[config.mk]
export PLATFORM = sky130hd
export DESIGN_NAME = fsp_ctrl
export DESIGN_NICKNAME = d
export VERILOG_FILES = /design/src/hdl/fsp_pkg.sv /design/src/hdl/fsp_ctrl.sv /design/src/hdl/fsp_timer.sv
export VERILOG_INCLUDE_DIRS = /design/src /design/src/hdl
export SDC_FILE = /design/constraint.sdc
export NUM_CORES = 1
export LEC_CHECK = 0
export ABC_AREA = 1
export BUFFER_PORTS_ARGS = -buffer_cell sky130_fd_sc_hd__buf_2
export CAP_MARGIN = 20
export CELL_PAD_IN_SITES_DETAIL_PLACEMENT = 0
export CELL_PAD_IN_SITES_GLOBAL_PLACEMENT = 2
export CORE_UTILIZATION = 30
export CTS_BUF_LIST = sky130_fd_sc_hd__clkbuf_8
export DETAILED_ROUTE_END_ITERATION = 8
export HOLD_SLACK_MARGIN = 0.15
export PLACE_DENSITY = 0.86
export SYNTH_ARGS = -nofsm -noshare
export SYNTH_HDL_FRONTEND = slang
export SYNTH_SLANG_ARGS = --single-unit
[constraint.sdc]
create_clock -name sys_clk_i -period 6.62 [get_ports sys_clk_i]
set_input_delay 1.986 -clock sys_clk_i [delete_from_list [all_inputs] [get_ports sys_clk_i]]
set_output_delay 1.986 -clock sys_clk_i [all_outputs]
set_load 0.01 [all_outputs]
[src/hdl/fsp_map.svh]
// fsp_map.svh: register offsets, bit positions, command codes and timing counts
// assumes a 250 MHz system clock and a 16-bit parallel flash outside
`ifndef FSP_MAP_SVH
`define FSP_MAP_SVH
`define FSP_REG_CTRL 8'h00
`define FSP_REG_ADDR 8'h04
`define FSP_REG_DATA 8'h08
`define FSP_REG_CMD 8'h0c
`define FSP_REG_STAT 8'h10
`define FSP_REG_RDATA 8'h14
`define FSP_CTRL_RST_HOLD 0
`define FSP_CTRL_TMP_UNPROT 1
`define FSP_STAT_BUSY 0
`define FSP_STAT_LOCK 1
`define FSP_STAT_REFUSED 2
`define FSP_STAT_FAIL 3
`define FSP_STAT_NOT_ACC 4
`define FSP_STAT_TOGGLING 5
`define FSP_STAT_EWIN 6
`define FSP_POLLING_FLAG_BIT 7
`define FSP_TOGGLE_FLAG_BIT 6
`define FSP_TIMEOUT_FLAG_BIT 5
`define FSP_ERASE_WINDOW_FLAG_BIT 3
`define FSP_ADDRESS_BIT_SIX 6
`define FSP_ADDRESS_BIT_ONE 1
`define FSP_UNLOCK1_ADDR 20'h00555
`define FSP_UNLOCK2_ADDR 20'h002aa
`define FSP_UNLOCK1_DATA 16'h00aa
`define FSP_UNLOCK2_DATA 16'h0055
`define FSP_CMD_PROG 16'h00a0
`define FSP_CMD_ERASE 16'h0080
`define FSP_CMD_SECTOR 16'h0030
`define FSP_CMD_ID 16'h0090
`define FSP_CMD_RESET 16'h00f0
`define FSP_CLK_MHZ 250
`define FSP_T_GLITCH_NS 5
`define FSP_T_WE_NS 55
`define FSP_T_WEH_NS 20
`define FSP_T_ACC_NS 70
`define FSP_T_VLHT_US 4
`define FSP_T_WPP1_US 10
`define FSP_T_WPP2_MS 12
`define FSP_SETUP_CYC 1
`define FSP_WE_CYC ((`FSP_T_WE_NS * `FSP_CLK_MHZ + 999) / 1000)
`define FSP_GLITCH_CYC ((`FSP_T_GLITCH_NS * `FSP_CLK_MHZ + 999) / 1000)
`define FSP_WEH_CYC ((`FSP_T_WEH_NS * `FSP_CLK_MHZ + 999) / 1000)
`define FSP_ACC_CYC ((`FSP_T_ACC_NS * `FSP_CLK_MHZ + 999) / 1000)
`define FSP_VLHT_CYC (`FSP_T_VLHT_US * `FSP_CLK_MHZ)
`define FSP_WPP1_CYC (`FSP_T_WPP1_US * `FSP_CLK_MHZ)
`define FSP_WPP2_CYC (`FSP_T_WPP2_MS * `FSP_CLK_MHZ * 1000)
`endif

[src/hdl/fsp_pkg.sv]
// fsp_pkg: types of the flash status and protection controller
// assumes fsp_map.svh supplies all numeric constants except the order, state and kind codes defined here
package fsp_pkg;
  typedef enum logic [3:0] {
    OP_READ = 4'h0, OP_WRITE = 4'h1, OP_RESET = 4'h2, OP_PROG = 4'h3,
    OP_ERASE = 4'h4, OP_ERASE_ADD = 4'h5, OP_ID = 4'h6, OP_POLL = 4'h7,
    OP_PROTECT = 4'h8, OP_UNPROT = 4'h9, OP_VERIFY = 4'ha
  } fsp_op_t;
  typedef enum logic [9:0] {
    S_IDLE = 10'h001, S_DISP = 10'h002, S_SETUP = 10'h004, S_WE = 10'h008,
    S_WEH = 10'h010, S_RD = 10'h020, S_HVSET = 10'h040, S_HVPULSE = 10'h080,
    S_HVREL = 10'h100, S_STEP = 10'h200
  } fsp_state_t;
  typedef enum logic [1:0] {K_W = 2'h0, K_R = 2'h1, K_HV = 2'h2} fsp_kind_t;
  typedef struct packed {
    fsp_kind_t kind;
    logic last;
    logic [19:0] addr;
    logic [15:0] data;
  } fsp_step_t;
  typedef struct packed {
    fsp_state_t st;
    fsp_op_t op;
    logic [2:0] step;
    logic busy;
    logic lock;
    logic refused;
    logic fail;
    logic not_acc;
    logic toggling;
    logic ewin;
    logic tog_prev;
    logic ctrl_rst;
    logic ctrl_tmp;
    logic [19:0] reg_addr;
    logic [15:0] reg_data;
    logic [15:0] rdata;
    logic [19:0] addr;
    logic [15:0] dout;
    logic dq_oe_n;
    logic ce_n;
    logic oe_n;
    logic we_n;
    logic hv_a9;
    logic hv_oe;
    logic [31:0] prdata;
    logic pready;
    logic pslverr;
    logic tload;
    logic [21:0] tval;
  } fsp_state_vec_t;
  typedef struct packed {
    logic [21:0] cnt;
    logic done;
  } fsp_timer_t;
endpackage : fsp_pkg

[src/hdl/fsp_ctrl.sv]
// fsp_ctrl: host controller driving a parallel nor flash's pins, ordered over apb
// assumes pin inputs synchronous to sys_clk_i; high-voltage levels made by outside drivers
`timescale 1ns/1ps
`include "fsp_map.svh"
module fsp_ctrl #(
  parameter int UNPROT_CYC = `FSP_WPP2_CYC
) (
  input wire logic sys_clk_i,
  input wire logic rst_i,
  input wire logic clk_en_i,
  input wire logic [7:0] paddr_i,
  input wire logic psel_i,
  input wire logic penable_i,
  input wire logic pwrite_i,
  input wire logic [31:0] pwdata_i,
  output logic [31:0] prdata_o,
  output logic pready_o,
  output logic pslverr_o,
  output logic [19:0] addr_o,
  input wire logic [15:0] dq_i,
  output logic [15:0] dq_o,
  output logic dq_oe_n_o,
  output logic ce_n_o,
  output logic oe_n_o,
  output logic we_n_o,
  output logic rst_n_o,
  output logic hv_rst_o,
  output logic hv_a9_o,
  output logic hv_oe_o,
  output logic busy_o
);
  fsp_pkg::fsp_state_vec_t s;
  fsp_pkg::fsp_state_vec_t next_s;
  fsp_pkg::fsp_step_t cur;
  logic tdone;
  logic tok;

  localparam fsp_pkg::fsp_state_vec_t RST_VAL = '{
    st: fsp_pkg::S_IDLE, op: fsp_pkg::OP_READ, dq_oe_n: 1'b1, ce_n: 1'b1,
    oe_n: 1'b1, we_n: 1'b1, default: '0};

  // bus cycle of each order, one step at a time
  function automatic fsp_pkg::fsp_step_t seq_step(input fsp_pkg::fsp_op_t op,
      input logic [2:0] idx, input logic [19:0] a, input logic [15:0] d);
    fsp_pkg::fsp_step_t r;
    r.kind = fsp_pkg::K_W;
    r.last = 1'b0;
    r.addr = a;
    r.data = d;
    if ((idx == 3'h0) || (idx == 3'h3)) begin
      r.addr = `FSP_UNLOCK1_ADDR;
      r.data = `FSP_UNLOCK1_DATA;
    end else if ((idx == 3'h1) || (idx == 3'h4)) begin
      r.addr = `FSP_UNLOCK2_ADDR;
      r.data = `FSP_UNLOCK2_DATA;
    end
    case (op)
      fsp_pkg::OP_PROG: begin
        if (idx == 3'h2) begin
          r.addr = `FSP_UNLOCK1_ADDR;
          r.data = `FSP_CMD_PROG;
        end else if (idx == 3'h3) begin
          r.addr = a;
          r.data = d;
          r.last = 1'b1;
        end
      end
      fsp_pkg::OP_ERASE: begin
        if (idx == 3'h2) begin
          r.addr = `FSP_UNLOCK1_ADDR;
          r.data = `FSP_CMD_ERASE;
        end else if (idx == 3'h5) begin
          r.addr = a;
          r.data = `FSP_CMD_SECTOR;
          r.last = 1'b1;
        end
      end
      fsp_pkg::OP_ID: begin
        if (idx == 3'h2) begin
          r.addr = `FSP_UNLOCK1_ADDR;
          r.data = `FSP_CMD_ID;
          r.last = 1'b1;
        end
      end
      fsp_pkg::OP_ERASE_ADD: begin
        r.addr = a;
        r.data = `FSP_CMD_SECTOR;
        r.kind = (idx == 3'h1) ? fsp_pkg::K_W : fsp_pkg::K_R;
        r.last = (idx == 3'h2);
      end
      fsp_pkg::OP_POLL: begin
        r.addr = a;
        r.kind = fsp_pkg::K_R;
        r.last = (idx == 3'h3);
      end
      fsp_pkg::OP_READ, fsp_pkg::OP_VERIFY: begin
        r.addr = a;
        r.kind = fsp_pkg::K_R;
        r.last = 1'b1;
        if (op == fsp_pkg::OP_VERIFY) begin
          r.addr[`FSP_ADDRESS_BIT_ONE] = 1'b1;
        end
      end
      fsp_pkg::OP_PROTECT, fsp_pkg::OP_UNPROT: begin
        r.addr = a;
        r.addr[`FSP_ADDRESS_BIT_SIX] = (op == fsp_pkg::OP_UNPROT);
        r.kind = fsp_pkg::K_HV;
        r.last = 1'b1;
      end
      fsp_pkg::OP_RESET: begin
        r.addr = a;
        r.data = `FSP_CMD_RESET;
        r.last = 1'b1;
      end
      default: begin
        r.addr = a;
        r.data = d;
        r.last = 1'b1;
      end
    endcase
    return r;
  endfunction : seq_step

  fsp_timer u_timer (
    .sys_clk_i(sys_clk_i),
    .rst_i(rst_i),
    .clk_en_i(clk_en_i),
    .load_i(s.tload),
    .val_i(s.tval),
    .done_o(tdone)
  );

  assign cur = seq_step(s.op, s.step, s.reg_addr, s.reg_data);
  assign tok = tdone && !s.tload;

  always_comb begin
    next_s = s;
    next_s.tload = 1'b0;
    next_s.pready = 1'b0;
    next_s.pslverr = 1'b0;
    if (psel_i && penable_i && !s.pready) begin
      next_s.pready = 1'b1;
      next_s.prdata = 32'h00000000;
      case (paddr_i)
        `FSP_REG_CTRL: begin
          if (pwrite_i) begin
            next_s.ctrl_rst = pwdata_i[`FSP_CTRL_RST_HOLD];
            next_s.ctrl_tmp = pwdata_i[`FSP_CTRL_TMP_UNPROT];
          end
          next_s.prdata[`FSP_CTRL_RST_HOLD] = s.ctrl_rst;
          next_s.prdata[`FSP_CTRL_TMP_UNPROT] = s.ctrl_tmp;
        end
        `FSP_REG_ADDR: begin
          if (pwrite_i) begin
            next_s.reg_addr = pwdata_i[19:0];
          end
          next_s.prdata[19:0] = s.reg_addr;
        end
        `FSP_REG_DATA: begin
          if (pwrite_i) begin
            next_s.reg_data = pwdata_i[15:0];
          end
          next_s.prdata[15:0] = s.reg_data;
        end
        `FSP_REG_CMD: begin
          next_s.prdata[3:0] = s.op;
          if (pwrite_i && !s.busy) begin
            next_s.op = fsp_pkg::fsp_op_t'(pwdata_i[3:0]);
            next_s.refused = 1'b0;
            next_s.fail = 1'b0;
            next_s.not_acc = 1'b0;
            next_s.step = 3'h0;
            if (pwdata_i[3:0] > fsp_pkg::OP_VERIFY) begin
              next_s.refused = 1'b1;
            end else if (s.lock && !((pwdata_i[3:0] == fsp_pkg::OP_READ) ||
                (pwdata_i[3:0] == fsp_pkg::OP_POLL) ||
                (pwdata_i[3:0] == fsp_pkg::OP_RESET))) begin
              next_s.refused = 1'b1;
            end else begin
              next_s.busy = 1'b1;
            end
          end
        end
        `FSP_REG_STAT: begin
          next_s.prdata[`FSP_STAT_BUSY] = s.busy;
          next_s.prdata[`FSP_STAT_LOCK] = s.lock;
          next_s.prdata[`FSP_STAT_REFUSED] = s.refused;
          next_s.prdata[`FSP_STAT_FAIL] = s.fail;
          next_s.prdata[`FSP_STAT_NOT_ACC] = s.not_acc;
          next_s.prdata[`FSP_STAT_TOGGLING] = s.toggling;
          next_s.prdata[`FSP_STAT_EWIN] = s.ewin;
        end
        `FSP_REG_RDATA: begin
          next_s.prdata[15:0] = s.rdata;
        end
        default: begin
          next_s.pslverr = 1'b1;
        end
      endcase
    end
    case (s.st)
      fsp_pkg::S_IDLE: begin
        if (s.busy) begin
          next_s.st = fsp_pkg::S_DISP;
        end
      end
      fsp_pkg::S_DISP: begin
        next_s.addr = cur.addr;
        next_s.ce_n = 1'b0;
        next_s.tload = 1'b1;
        if (cur.kind == fsp_pkg::K_W) begin
          // oe stays high through the whole write
          next_s.dout = cur.data;
          next_s.dq_oe_n = 1'b0;
          next_s.oe_n = 1'b1;
          next_s.tval = 22'(`FSP_SETUP_CYC);
          next_s.st = fsp_pkg::S_SETUP;
        end else if (cur.kind == fsp_pkg::K_R) begin
          next_s.dq_oe_n = 1'b1;
          next_s.oe_n = 1'b0;
          next_s.hv_a9 = (s.op == fsp_pkg::OP_VERIFY);
          next_s.tval = 22'(`FSP_ACC_CYC);
          next_s.st = fsp_pkg::S_RD;
        end else begin
          next_s.hv_a9 = 1'b1;
          next_s.hv_oe = 1'b1;
          next_s.tval = 22'(`FSP_VLHT_CYC);
          next_s.st = fsp_pkg::S_HVSET;
        end
      end
      fsp_pkg::S_SETUP: begin
        if (tok) begin
          next_s.we_n = 1'b0;
          next_s.tload = 1'b1;
          next_s.tval = 22'(`FSP_WE_CYC);
          next_s.st = fsp_pkg::S_WE;
        end
      end
      fsp_pkg::S_WE: begin
        if (tok) begin
          next_s.we_n = 1'b1;
          next_s.tload = 1'b1;
          next_s.tval = 22'(`FSP_WEH_CYC);
          next_s.st = fsp_pkg::S_WEH;
        end
      end
      fsp_pkg::S_WEH: begin
        if (tok) begin
          next_s.ce_n = 1'b1;
          next_s.dq_oe_n = 1'b1;
          next_s.st = fsp_pkg::S_STEP;
        end
      end
      fsp_pkg::S_RD: begin
        if (tok) begin
          next_s.rdata = dq_i;
          next_s.ewin = dq_i[`FSP_ERASE_WINDOW_FLAG_BIT];
          if (!s.step[0]) begin
            next_s.tog_prev = dq_i[`FSP_TOGGLE_FLAG_BIT];
          end
          next_s.oe_n = 1'b1;
          next_s.ce_n = 1'b1;
          next_s.hv_a9 = 1'b0;
          next_s.st = fsp_pkg::S_STEP;
        end
      end
      fsp_pkg::S_HVSET: begin
        if (tok) begin
          next_s.we_n = 1'b0;
          next_s.tload = 1'b1;
          next_s.tval = (s.op == fsp_pkg::OP_UNPROT) ? 22'(UNPROT_CYC) :
                        22'(`FSP_WPP1_CYC);
          next_s.st = fsp_pkg::S_HVPULSE;
        end
      end
      fsp_pkg::S_HVPULSE: begin
        if (tok) begin
          // pins keep their levels past the rising edge that ends programming
          next_s.we_n = 1'b1;
          next_s.tload = 1'b1;
          next_s.tval = 22'(`FSP_VLHT_CYC);
          next_s.st = fsp_pkg::S_HVREL;
        end
      end
      fsp_pkg::S_HVREL: begin
        if (tok) begin
          next_s.hv_a9 = 1'b0;
          next_s.hv_oe = 1'b0;
          next_s.ce_n = 1'b1;
          next_s.st = fsp_pkg::S_STEP;
        end
      end
      fsp_pkg::S_STEP: begin
        next_s.st = fsp_pkg::S_DISP;
        next_s.step = s.step + 3'h1;
        if (cur.last) begin
          next_s.busy = 1'b0;
          next_s.st = fsp_pkg::S_IDLE;
        end
        if (s.op == fsp_pkg::OP_RESET) begin
          next_s.lock = 1'b0;
        end
        if (s.op == fsp_pkg::OP_ERASE_ADD) begin
          if ((s.step == 3'h0) && s.ewin) begin
            next_s.refused = 1'b1;
            next_s.busy = 1'b0;
            next_s.st = fsp_pkg::S_IDLE;
          end
          if (s.step == 3'h2) begin
            next_s.not_acc = s.ewin;
          end
        end
        if ((s.op == fsp_pkg::OP_POLL) && s.step[0]) begin
          if (s.tog_prev == s.rdata[`FSP_TOGGLE_FLAG_BIT]) begin
            next_s.toggling = 1'b0;
            next_s.busy = 1'b0;
            next_s.st = fsp_pkg::S_IDLE;
          end else if (s.step == 3'h3) begin
            next_s.toggling = 1'b1;
            next_s.fail = 1'b1;
            next_s.lock = 1'b1;
          end else if (!s.rdata[`FSP_TIMEOUT_FLAG_BIT]) begin
            next_s.toggling = 1'b1;
            next_s.busy = 1'b0;
            next_s.st = fsp_pkg::S_IDLE;
          end
        end
      end
      default: begin
        next_s = RST_VAL;
      end
    endcase
  end

  always_ff @(posedge sys_clk_i or posedge rst_i) begin
    if (rst_i) begin
      s <= RST_VAL;
    end else if (clk_en_i) begin
      s <= next_s;
    end
  end

  assign prdata_o = s.prdata;
  assign pready_o = s.pready;
  assign pslverr_o = s.pslverr;
  assign addr_o = s.addr;
  assign dq_o = s.dout;
  assign dq_oe_n_o = s.dq_oe_n;
  assign ce_n_o = s.ce_n;
  assign oe_n_o = s.oe_n;
  assign we_n_o = s.we_n;
  assign rst_n_o = !s.ctrl_rst;
  assign hv_rst_o = s.ctrl_tmp;
  assign hv_a9_o = s.hv_a9;
  assign hv_oe_o = s.hv_oe;
  assign busy_o = s.busy;

  // write-strobe low time, counted for the pulse-width check below
  logic [7:0] we_low;
  always_ff @(posedge sys_clk_i or posedge rst_i) begin
    if (rst_i) begin
      we_low <= 8'h00;
    end else if (clk_en_i) begin
      we_low <= s.we_n ? 8'h00 : ((we_low == 8'hff) ? we_low : we_low + 8'h01);
    end
  end
endmodule : fsp_ctrl

[src/hdl/fsp_timer.sv]
// fsp_timer: down counter that times strobe phases of the flash controller
// assumes load_i is a one-cycle pulse; done_o is low from the cycle after a load of a nonzero value
`timescale 1ns/1ps
module fsp_timer (
  input wire logic sys_clk_i,
  input wire logic rst_i,
  input wire logic clk_en_i,
  input wire logic load_i,
  input wire logic [21:0] val_i,
  output logic done_o
);
  fsp_pkg::fsp_timer_t s;
  fsp_pkg::fsp_timer_t next_s;

  always_comb begin
    next_s = s;
    if (load_i) begin
      next_s.cnt = val_i;
      next_s.done = (val_i == 22'h000000);
    end else if (s.cnt != 22'h000000) begin
      next_s.cnt = s.cnt - 22'h000001;
      next_s.done = (s.cnt == 22'h000001);
    end
  end

  always_ff @(posedge sys_clk_i or posedge rst_i) begin
    if (rst_i) begin
      s <= '{cnt: 22'h000000, done: 1'b1};
    end else if (clk_en_i) begin
      s <= next_s;
    end
  end

  assign done_o = s.done;
endmodule : fsp_timer

==> impl_metrics.csv <==
group,metric,value,unit
worst_setup_path,reg2reg_to,"s[149]$_DFFE_PP0P_",
route,ant_nets,0,
worst_setup_path,crit_start,"psel_i",
clock_tree,clk_pin_slew_worst_paths,110,ps
placement,preCtsSetupSlack,1830,ps
grt,grtUsageTotal,19.2,%
synthesis,synthDistinctLibCells,46,
synthesis,ys_seq_area_share,39.7,%
route,wirelength,35400,um
synthesis,syn_area_per_cell,6.87,um^2
worst_setup_path,reg2reg_slack,3280,ps
worst_setup_path,r2r-start,"s[176]$_DFFE_PP0P_",
final_layout,area_growth,8.46,%
final_layout,finalInstanceArea,12100,um^2
synthesis,synth_seq_cells,177,
route,vias,10540,
min_path,min_path_type,"register to register",
clock_tree,clockBufferDepth,2,
grt,grt_pass1_wl,57500,um
synthesis,yosys.area_share.simple,39.5,%
synthesis,synth_compound_area_share,7.92,%
synthesis,synthTopCellsByCount,"556 x nand2_1, 210 x nand3_1, 172 x nor2_1, 171 x dfrtp_1, 122 x inv_1",
floorplanning,io_pins,141,
timing,min_period,4300,ps
worst_setup_path,setup.worst_path.end,"s[126]$_DFFE_PP0P_",
grt,antenna_found_initial,0,
final_layout,ff_latch_area,4440,um^2
route,wire_per_inst,16.5,um
synthesis,ys_dominant_reg_cell,"dfrtp_1",
synthesis,syn_area,11200,um^2
floorplanning,row_count,70,
timing,period_share,64.9,%
clock_tree,cts_resized,0,
floorplanning,dieArea,38000,um^2
final_layout,diodes,0,
synthesis,synth_edf_count,0,
outcome,status,"finished, final reports clean",
clock_tree,cts_setup_buffers,0,
power,p_leak,6.49,nW
synthesis,async_flop_share,100,%
worst_setup_path,end_kind,"register",
worst_setup_path,slowest_stage,"nand2_1",
clock_tree,hold_buffers,0,
placement,gp_congestion,0.883,
worst_setup_path,cpMostUsedCell,"nand2_1",
timing,slew_headroom,30.7,%
timing,final.setup.tns,0,ps
grt,overflow,0,
worst_setup_path,reg2reg_depth,11,
synthesis,syn_inst,1627,
final_layout,multiInputGateArea,5520,um^2
final_layout,drive_gt1_share,12.3,%
timing,fmax,233,MHz
worst_setup_path,start_kind,"primary input",
floorplanning,start_util,30.5,%
floorplanning,die_h,195,um
route,drt_pass1_iterations,5,
synthesis,yosys.area.top_type,"dfrtp_1",
placement,hpwl,26000,um
synthesis,ys_warn_count,0,
synthesis,synth_top_family_by_area,"simple AND/OR/NAND/NOR gates",
worst_setup_path,worstSetupPathType,"primary input to register",
final_layout,final_nets,1729,
worst_setup_path,cp_cell_sequence,"buf_2 -> nand2_1 -> nor2_2 -> nand2_1 -> nor2_1 -> nand2_1 -> nand2_2 -> nand2_1 -> nand2_1",
worst_setup_path,critPathRequiredTime,7060,ps
placement,io_buffers,116,
timing,worst_slack,2320,ps
clock_tree,cts_max_level,4,
worst_setup_path,crit_arrival,4740,ps
clock_tree,cts_tree,"yes",
timing,drv_slew,0,
timing,finalHoldViolCount,0,
route,drc,0,
grt,grt_pass1_vias,10259,
grt,grt_max_degree,178,
power,p_per_area,329,nW/um^2
route,drt-initial-drc-count,837,
route,vias_per_cell,4.92,
timing,clock_skew,30.5,ps
route,wl_met1,17700,um
route,wl_met2,15300,um
synthesis,synthAdderAreaFrac,0.784,%
synthesis,synth.area.mux_share,0,%
placement,place_area,11700,um^2
floorplanning,die_x,195,um
timing,holdWs,479,ps
clock_tree,numCtsBuffers,17,
clock_tree,worstSkewPairLatency,510,ps
worst_setup_path,critPathMaxStageDelay,600,ps
power,ir_drop,0.166,mV
timing,tightest_slew,1040,ps
clock_tree,cts_sinks,177,
clock_tree,cts_root_buf,"clkbuf_8",
synthesis,synthTopCellsByArea,"dfrtp_1 38%, nand2_1 19%, nand3_1 9.4%",
route,route.met3.wl,1870,um
timing,setup_viol,0,
synthesis,synth_xor_area_share,0.784,%
synthesis,synth_top_area_share,38.3,%
final_layout,fill_cells,4061,
timing,rsz0062_at_grt,"false",
worst_setup_path,cp_max_fo,23,
route,top_layer_used,"met4",
floorplanning,core_area,36600,um^2
job,maxCapViolCount,0,
synthesis,synth_most_common_cell,"nand2_1",
[worst min path at each step]
stage,cells past startpoint,to,slack (ps),start
finish,2,addr_o[10]$_DFFE_PP0P_,480,addr_o[10]$_DFFE_PP0P_
global placement,2,addr_o[1]$_DFFE_PP0P_,460,addr_o[1]$_DFFE_PP0P_
floorplan,2,s[100]$_DFFE_PP0P_,450,s[100]$_DFFE_PP0P_
global route,2,addr_o[12]$_DFFE_PP0P_,510,addr_o[12]$_DFFE_PP0P_
detailed placement,2,addr_o[10]$_DFFE_PP0P_,460,addr_o[10]$_DFFE_PP0P_
CTS,2,addr_o[10]$_DFFE_PP0P_,480,addr_o[10]$_DFFE_PP0P_
[routing by layer]
layer / up-vias / global-route usage (%)
li1: 5233 / -
met5: - / 0
met4: 0 / 4.99
met1: 4972 / 28.5
met3: 29 / 2.90
met2: 306 / 28.8
[critical path: cells and delay by family]
| kind | cells | cell delay (ps) |
|---|---|---|
| simple gates | 8 | 2670 |
| buf+inv | 1 | 80 |
[kinds of logic (layout without fill, tap and decap cells)]
group / count (synthesis) / in the layout
AND/OR/NAND/NOR: 1028 / 1028
XOR/XNOR: 10 / 10
buffers and inverters: 253 / 288
adder cells (fa/ha/maj): 7 / 7
other: 1 / 12
AO/OA/AOI/OAI: 151 / 151
flip-flops: 177 / 177
[cells in the final DEF, fill, tap and decap left out, types with 3 or more instances in the layout]
master,n
a21boi_0,16
a21oi_1,29
a22o_1,3
a31oi_1,4
buf_2,116
buf_4,7
clkbuf_8,17
clkinv_8,4
conb_1,12
dfrtp_1,171
dfstp_2,6
ha_1,7
inv_1,121
inv_2,8
inv_6,5
nand2_1,556
nand2_2,4
nand3_1,210
nand3_2,3
nand4_1,38
nor2_1,172
nor2_2,7
nor2_4,9
nor3_1,15
nor4_1,3
o211ai_1,8
o21ai_0,77
xor2_1,9
[area by class of cell]
cell class | instances | area share [%]
timing repair buffer | 124 | 5.39
sequential | 177 | 36.6
tap | 468 | 4.83
clock inverter | 15 | 1.54
multi-input combinational | 1208 | 45.6
inverter | 132 | 4.12
clock buffer | 17 | 1.93
[metrics by stage]
stage / utilization [%] / std cells / total power [mW]
global placement: 31.9 / 2108 / 3.17
detailed placement: 31.9 / 2108 / 3.19
CTS: 33.1 / 2140 / 4.02
global route: 33.1 / 2141 / 4.31
finish: 33.1 / 2141 / 3.98
floorplan: - / 1638 / 2.74
[report_power, final]
part	total [mW]	internal [mW]	switching, mW
Combinational	1.61	0.451	1.16
Sequential	1.56	1.30	0.261
Clock	0.815	0.322	0.493
Total	3.98	2.07	1.91
[registers in the layout, indices dropped and copies added, names as in the netlist, 16 cells and up]
signal	flops
prdata_o	20
u_timer.s	22
s	88
dq_o	16
addr_o	20
(Power assumes the default switching activity.)
